==> src/rtl/ccs_pkg.sv <==
package ccs_pkg;
// Functional notes
// - Cascade holds at most three units.
// - Whole cascade shares one beam coding.
// - Factory-fresh unit detects cascade membership itself.
// - Count units at power-up, store during configuration.
// - Fewer units than stored forces locking state.
// - More units than stored updates stored count.
// - Unconfigured unit adopts interlock and contactor settings.
// - Adopt a setting if any unit enables it.
// - Change or factory state: configuration mode, green flashing.
// - Correct cascade shown by flashing diagnostic LED 2.
// - Button held 1-3 s enables interlock, LED 4.
// - Receiver forwards output and field state to sender.
// - All LEDs light briefly after power-up.
// - Alignment quality on LEDs 1-4 after seconds.
// - LEDs 5-6 top beam, 7-8 bottom beam sync.
// - Normal operation shows configuration, main LEDs lit.
// - Contactor check off by default, factory reset clears.
// - Contactor check configured flashes diagnostic LED 1.

  localparam int unsigned CLK_NS   = 10;
  localparam int unsigned MS_NS    = 1_000_000;
  localparam int unsigned TICK_CYC = MS_NS / CLK_NS;
  localparam int unsigned DIV_W    = 17;
  localparam int unsigned MAX_UNITS = 3;

  localparam int unsigned LAMP_MS    = 500;
  localparam int unsigned ALIGN_MS   = 2000;
  localparam int unsigned BTN_MIN_MS = 1000;
  localparam int unsigned BTN_MAX_MS = 3000;
  localparam int unsigned FLASH_MS   = 250;
  localparam logic [11:0] LAMP_T    = 12'(LAMP_MS * MS_NS / MS_NS);
  localparam logic [11:0] ALIGN_T   = 12'(ALIGN_MS * MS_NS / MS_NS);
  localparam logic [11:0] BTN_MIN_T = 12'(BTN_MIN_MS * MS_NS / MS_NS);
  localparam logic [11:0] BTN_MAX_T = 12'(BTN_MAX_MS * MS_NS / MS_NS);
  localparam logic [7:0]  FLASH_T   = 8'(FLASH_MS * MS_NS / MS_NS);

  localparam logic [7:0] REG_CTRL   = 8'h00;
  localparam logic [7:0] REG_STATUS = 8'h04;
  localparam logic [7:0] REG_BEAM   = 8'h08;
  localparam int unsigned CTRL_FACTORY_BIT = 0;

  typedef enum logic [2:0] {
    S_INIT   = 3'b000,
    S_DETECT = 3'b001,
    S_CONFIG = 3'b010,
    S_RUN    = 3'b011,
    S_LOCK   = 3'b100
  } ccs_mode_t;

  typedef struct packed {
    logic       valid;
    logic [1:0] count;
    logic       restart;
    logic       contactor;
  } ccs_nvm_t;

  typedef struct packed {
    logic       field_green;
    logic       field_red;
    logic       sender_state;
    logic       safety_switching_output;
    logic [7:0] diag;
  } ccs_led_t;

  typedef struct packed {
    logic safety_switching_output;
    logic field_free;
  } ccs_fwd_t;

  typedef struct packed {
    ccs_mode_t   mode;
    logic [16:0] div;
    logic [11:0] ms;
    logic [7:0]  blink_ms;
    logic        blink;
    ccs_nvm_t    cfg;
    logic [2:0]  found;
    logic [11:0] btn_ms;
    logic        btn_r;
    logic        ri_conf;
    logic [3:0]  beam;
    logic        nvm_wr;
    ccs_led_t    leds;
    ccs_fwd_t    fwd;
    logic [31:0] rdata;
  } ccs_state_t;

  localparam ccs_state_t ST_RST = '0;
endpackage

==> src/rtl/ccs_top.sv <==
`timescale 1ns/100ps
module ccs_top #(
  parameter int unsigned TICK_CYC = ccs_pkg::TICK_CYC
) (
  // Clock and reset.
  input  wire  logic              clk,
  input  wire  logic              sys_rst,
  // Register port.
  input  wire  logic [7:0]        reg_addr,
  input  wire  logic [31:0]       reg_wdata,
  input  wire  logic              reg_wr,
  input  wire  logic              reg_rd,
  output logic [31:0]             reg_rdata,
  // Cascade chain.
  input  wire  logic              is_host,
  input  wire  logic [3:0]        beam_dip,
  input  wire  logic [3:0]        chain_beam,
  input  wire  logic              chain_valid,
  input  wire  logic [2:0]        chain_count,
  input  wire  logic              chain_restart_any,
  input  wire  logic              chain_contactor_any,
  output logic [3:0]              beam_code,
  output logic                    locked,
  // Non-volatile configuration store.
  input  wire  ccs_pkg::ccs_nvm_t nvm_rd,
  output logic                    nvm_wr,
  output ccs_pkg::ccs_nvm_t       nvm_wdata,
  // Receiver status and operator inputs.
  input  wire  logic              contactor_feedback_check,
  input  wire  logic              reset_button,
  input  wire  logic [2:0]        align_level,
  input  wire  logic              top_sync,
  input  wire  logic              bottom_sync,
  input  wire  logic              safety_switching_output,
  input  wire  logic              field_free,
  input  wire  logic              sender_linked,
  // Indicators.
  output ccs_pkg::ccs_led_t       leds,
  output ccs_pkg::ccs_fwd_t       fwd
);
  import ccs_pkg::*;

  ccs_state_t s;
  ccs_state_t n;
  logic       tick;
  logic       factory;
  logic       rel;

  function automatic logic [3:0] therm(input logic [2:0] lvl);
    therm = 4'h0;
    for (int i = 0; i < 4; i++) begin
      therm[i] = 3'(i) < lvl;
    end
  endfunction

  always_comb begin
    n = s;
    n.nvm_wr = 1'b0;
    n.rdata = '0;
    tick = s.div == DIV_W'(TICK_CYC - 1);
    n.div = tick ? '0 : s.div + 1'b1;
    if (tick) begin
      if (s.ms != '1) begin
        n.ms = s.ms + 1'b1;
      end
      if (s.blink_ms == FLASH_T - 1'b1) begin
        n.blink_ms = '0;
        n.blink = ~s.blink;
      end else begin
        n.blink_ms = s.blink_ms + 1'b1;
      end
    end
    n.btn_r = reset_button;
    rel = s.btn_r && !reset_button;
    factory = reg_wr && reg_addr == REG_CTRL && reg_wdata[CTRL_FACTORY_BIT];
    unique case (s.mode)
      S_INIT: begin
        if (tick && s.ms >= LAMP_T) begin
          n.mode = S_DETECT;
          n.ms = '0;
          n.cfg = nvm_rd;
        end
      end
      S_DETECT: begin
        if (chain_valid) begin
          n.found = chain_count;
          n.beam = is_host ? beam_dip : chain_beam;
          n.ms = '0;
          if (chain_count == 3'h0 || chain_count > 3'(MAX_UNITS)) begin
            n.mode = S_LOCK;
          end else if (!s.cfg.valid) begin
            n.mode = S_CONFIG;
            n.cfg.valid = 1'b1;
            n.cfg.count = chain_count[1:0];
            n.cfg.restart = chain_restart_any;
            n.cfg.contactor = chain_contactor_any | contactor_feedback_check;
            n.nvm_wr = 1'b1;
          end else if (chain_count < {1'b0, s.cfg.count}) begin
            n.mode = S_LOCK;
          end else if (chain_count > {1'b0, s.cfg.count}) begin
            n.mode = S_CONFIG;
            n.cfg.count = chain_count[1:0];
            n.nvm_wr = 1'b1;
          end else begin
            n.mode = S_RUN;
          end
        end
      end
      S_CONFIG: begin
        if (!reset_button) begin
          n.btn_ms = '0;
        end else if (tick && s.btn_ms <= BTN_MAX_T) begin
          n.btn_ms = s.btn_ms + 1'b1;
        end
        if (rel && s.btn_ms >= BTN_MIN_T && s.btn_ms <= BTN_MAX_T) begin
          n.cfg.restart = 1'b1;
          n.ri_conf = 1'b1;
          n.nvm_wr = 1'b1;
        end
      end
      S_RUN: begin
      end
      S_LOCK: begin
      end
    endcase
    if (factory) begin
      n.cfg = '0;
      n.nvm_wr = 1'b1;
    end
    n.leds = '0;
    unique case (s.mode)
      S_INIT: begin
        n.leds = '1;
      end
      S_DETECT: begin
      end
      S_CONFIG: begin
        n.leds.field_green = s.blink;
        n.leds.diag[0] = s.cfg.contactor && s.blink;
        n.leds.diag[1] = s.cfg.count > 2'h1 && s.blink;
        n.leds.diag[3] = s.ri_conf && s.blink;
      end
      S_RUN: begin
        n.leds.field_green = safety_switching_output;
        n.leds.field_red = !safety_switching_output;
        n.leds.sender_state = 1'b1;
        n.leds.safety_switching_output = 1'b1;
        if (s.ms >= ALIGN_T && !safety_switching_output) begin
          n.leds.diag[3:0] = therm(align_level);
          n.leds.diag[5:4] = {2{top_sync}};
          n.leds.diag[7:6] = {2{bottom_sync}};
        end else begin
          n.leds.diag[0] = s.cfg.contactor;
          n.leds.diag[1] = s.cfg.count > 2'h1;
          n.leds.diag[3] = s.cfg.restart;
        end
      end
      S_LOCK: begin
        n.leds.field_red = s.blink;
      end
    endcase
    n.fwd.safety_switching_output = sender_linked && safety_switching_output;
    n.fwd.field_free = sender_linked && field_free;
    if (reg_rd) begin
      unique case (reg_addr)
        REG_STATUS: n.rdata = {19'h0, s.mode, s.found, s.ri_conf, s.cfg,
                               s.mode == S_LOCK};
        REG_BEAM: n.rdata = {28'h0, s.beam};
        default: n.rdata = '0;
      endcase
    end
  end

  always_ff @(posedge clk) begin
    if (sys_rst) begin
      s <= ST_RST;
    end else begin
      s <= n;
    end
  end

  assign reg_rdata = s.rdata;
  assign beam_code = s.beam;
  assign locked    = s.mode == S_LOCK;
  assign nvm_wr    = s.nvm_wr;
  assign nvm_wdata = s.cfg;
  assign leds      = s.leds;
  assign fwd       = s.fwd;
endmodule // ccs_top

==> config.mk <==
export PLATFORM = sky130hd
export DESIGN_NAME = ccs_top
export DESIGN_NICKNAME = d
export VERILOG_FILES = /design/src/rtl/ccs_pkg.sv /design/src/rtl/ccs_top.sv
export SDC_FILE = /design/constraint.sdc
export NUM_CORES = 1
export LEC_CHECK = 0
export BUFFER_PORTS_ARGS = -buffer_cell sky130_fd_sc_hd__buf_4
export CAP_MARGIN = 20
export CORE_MARGIN = 3
export CORE_UTILIZATION = 50
export CTS_BUF_LIST = sky130_fd_sc_hd__clkbuf_16
export CTS_CLUSTER_SIZE = 30
export DETAILED_ROUTE_END_ITERATION = 8
export PLACE_DENSITY = 0.8
export SYNTH_ARGS = -nofsm -noshare
export SYNTH_HDL_FRONTEND = slang
export SYNTH_SLANG_ARGS = --single-unit
==> constraint.sdc <==
create_clock -name clk -period 3.6 [get_ports clk]
set_clock_uncertainty 0.2 [all_clocks]
set_input_delay 0.36 -clock clk [delete_from_list [all_inputs] [get_ports clk]]
set_output_delay 0.36 -clock clk [all_outputs]
set_load 0.1 [all_outputs]
==> flow_summary.json <==
{
  "critPathKind": "flop to flop",
  "critPathMaxFanout": 16,
  "syn_to_final_growth_pct": 14.1,
  "cap_viol_max_count": 0,
  "nets": 698,
  "setup.worst_path.start_class": "flop",
  "yosysMostFrequentCell": "dfxtp_1",
  "power_per_cell_area_mw_per_mm2": 421,
  "relSlewSlack": 0.488,
  "rows": 35,
  "synthCells": 579,
  "htree_levels": 3,
  "cts_tree": "yes",
  "nFillCells": 802,
  "place_congestion": 0.921,
  "wl_per_cell_microns": 14.2,
  "timing.final.crit_share": 0.796,
  "arrival_ns": 2.95,
  "pin_count": 131,
  "dieArea_sq_mm": 0.0108,
  "post-cts-setup-buffer-count": 0,
  "synth_top_area_cell": "dfxtp_1",
  "ys_warn_count": 0,
  "grt_max_degree": 30,
  "crit_chain": "nand2b_4 > or4_4 > a2111o_1 > a2111oi_0 > o21a_1",
  "ant_nets": 0,
  "numClockSinks": 92,
  "multi_input_area_sq_mm": 0.00245,
  "drive_gt1_frac": 0.171,
  "ys_types": 53,
  "drt_first_pass_iters": 5,
  "clk_latency_ns": 0.34,
  "worstMarginPinSlew_ns": 0.765,
  "vias_per_cell": 5.56,
  "synth_area_leaders": "dfxtp_1 38%, buf_4 8.6%, nor2_1 4.9%",
  "max_freq_mhz": 349,
  "fp.dieH_microns": 104,
  "ys_async_sr_fraction": 0,
  "cts_made_buffers": 9,
  "drt_wl_total_mm": 10.6,
  "synth_top_area_frac": 0.384,
  "cp_slowest_stage_delay_ns": 0.72,
  "rsz0062_at_grt": "false",
  "via_count": 4164,
  "cts_resized": 0,
  "setup_ws_ns": 0.733,
  "outcome": "complete, no violations",
  "clk_path_buf_depth": 2,
  "start_util": 0.517,
  "gr-total-overflow": 0,
  "cts_root_buf": "clkbuf_16",
  "clkTransAtPathRegs_ns": 0.07,
  "layout.cells.non_filler": 749,
  "post-route-util": 0.590,
  "crit_required_ns": 3.68,
  "ff_latch_area_sq_mm": 0.00184,
  "slew_violations": 0,
  "drc": 0,
  "synth_flop_cell": "dfxtp_1",
  "die_x_microns": 104,
  "syn-cell-area_sq_mm": 0.00480,
  "dp_hpwl_mm": 7.69,
  "peakVddDrop_uv": 271,
  "synthTopCellsByCount": "92 x dfxtp_1, 63 x nor2_1, 56 x nand2_1, 55 x buf_4, 30 x a21oi_1",
  "synth_edf_count": 0,
  "hold_buffers": 0,
  "grt_pass1_vias": 3802,
  "antenna_found_initial": 0,
  "setup_violations": 0,
  "avgSynthCellArea_sq_um": 8.29,
  "hold_violations": 0,
  "grt_pass1_wl_mm": 17.9,
  "drt_iter0_markers": 219,
  "pre_cts_ws_ns": 1.01,
  "antenna_cells": 0,
  "p_leak_uw": 0.00218,
  "yosysSeqAreaShare": 0.384,
  "layout_min_cycle_time_ns": 2.87,
  "endpoint_kind": "flop",
  "coreArea_sq_mm": 0.00928,
  "placedCellCount": 733,
  "crit_slowest_cell": "a2111oi_0",
  "port_buffers": 80,
  "fin_setup_tns_ns": 0,
  "grt_use_total": 0.195,
  "min_path_type": "primary input to flop",
  "synth_seq_cells": 92
}
[worst paths after layout]
check                      from      endpoint  slack (ns)  depth (start not counted)
setup reg to reg         s[101]         s[64]        0.73                          5
hold reg to reg           s[65]  reg_rdata[7]        0.26                          1
setup / recovery         s[101]         s[64]        0.73                          5
hold / removal    sender_linked        fwd[0]        0.05                          2
[layout make-up]
type                       count  area share
clock inverter                 7      0.0180
tap                          129      0.0295
inverter                      20      0.0137
multi-input combinational    409       0.448
sequential                    92       0.336
timing repair buffer          83       0.114
clock buffer                   9      0.0411
[kinds of logic (layout without fill, tap and decap cells)]
family	after synthesis	count (layout)	share of synthesized area
AOI/OAI and AO/OA	102	102	0.151
xor gates and xnor gates	24	24	0.0438
adders and majority gates	9	9	0.0235
buffers and inverters	96	119	0.120
DFF	92	92	0.384
muxes	15	15	0.0315
other	1	19	0.000781
and+or+nand+nor	240	240	0.246
[critical path, delay by kind of cell (launching register included)]
kind	cells	cell delay, ns
DFF	1	0.43
AOI/OAI and AO/OA	3	1.54
and+or+nand+nor	2	0.64
[state kept, by name, summed over array words and instances, names as in the netlist]
signal / count
fwd: 2
beam_code: 4
s: 58
nvm_wr: 1
nvm_wdata: 5
leds: 9
reg_rdata: 13
[where the power goes]
| part | leakage (uW) | switching, uW | total (uW) | internal, uW |
|---|---|---|---|---|
| Combinational | 0.00128 | 195 | 251 | 56.2 |
| Sequential | 0.000745 | 5.27 | 1030 | 1030 |
| Clock | 0.000156 | 408 | 1020 | 613 |
[layer usage]
metal	track usage	part of all wire	vias up	wire, microns
met4	0.0807	0.017	0	180
met2	0.339	0.50	154	5270
met5	0	0	-	0
met1	0.237	0.42	1943	4460
met3	0.0385	0.067	15	713
li1	-	-	2052	-
[layout by cell type, fill, tap and decap left out, types with 10 or more instances in the layout]
cell type,instances
dfxtp_1,92
buf_4,83
nor2_1,63
nand2_1,56
a21oi_1,30
nand3_1,24
inv_1,20
conb_1,19
xnor2_1,15
nor3_1,14
mux2i_1,14
nand4_1,14
and2_1,13
or3_1,12
nor4_1,11
and3_1,10
o21ai_0,10
[through the flow]
step	total power, uW	instance area (sq um)	hold WS, ns
after floorplan	1270	4870	0.230
final	2300	5480	0.0454
after detailed placement	1310	5150	0.245
after CTS	2320	5480	0.0434
after global routing	2370	5480	0.0617
after global placement	1300	5150	0.245
(Power assumes the default switching activity.)
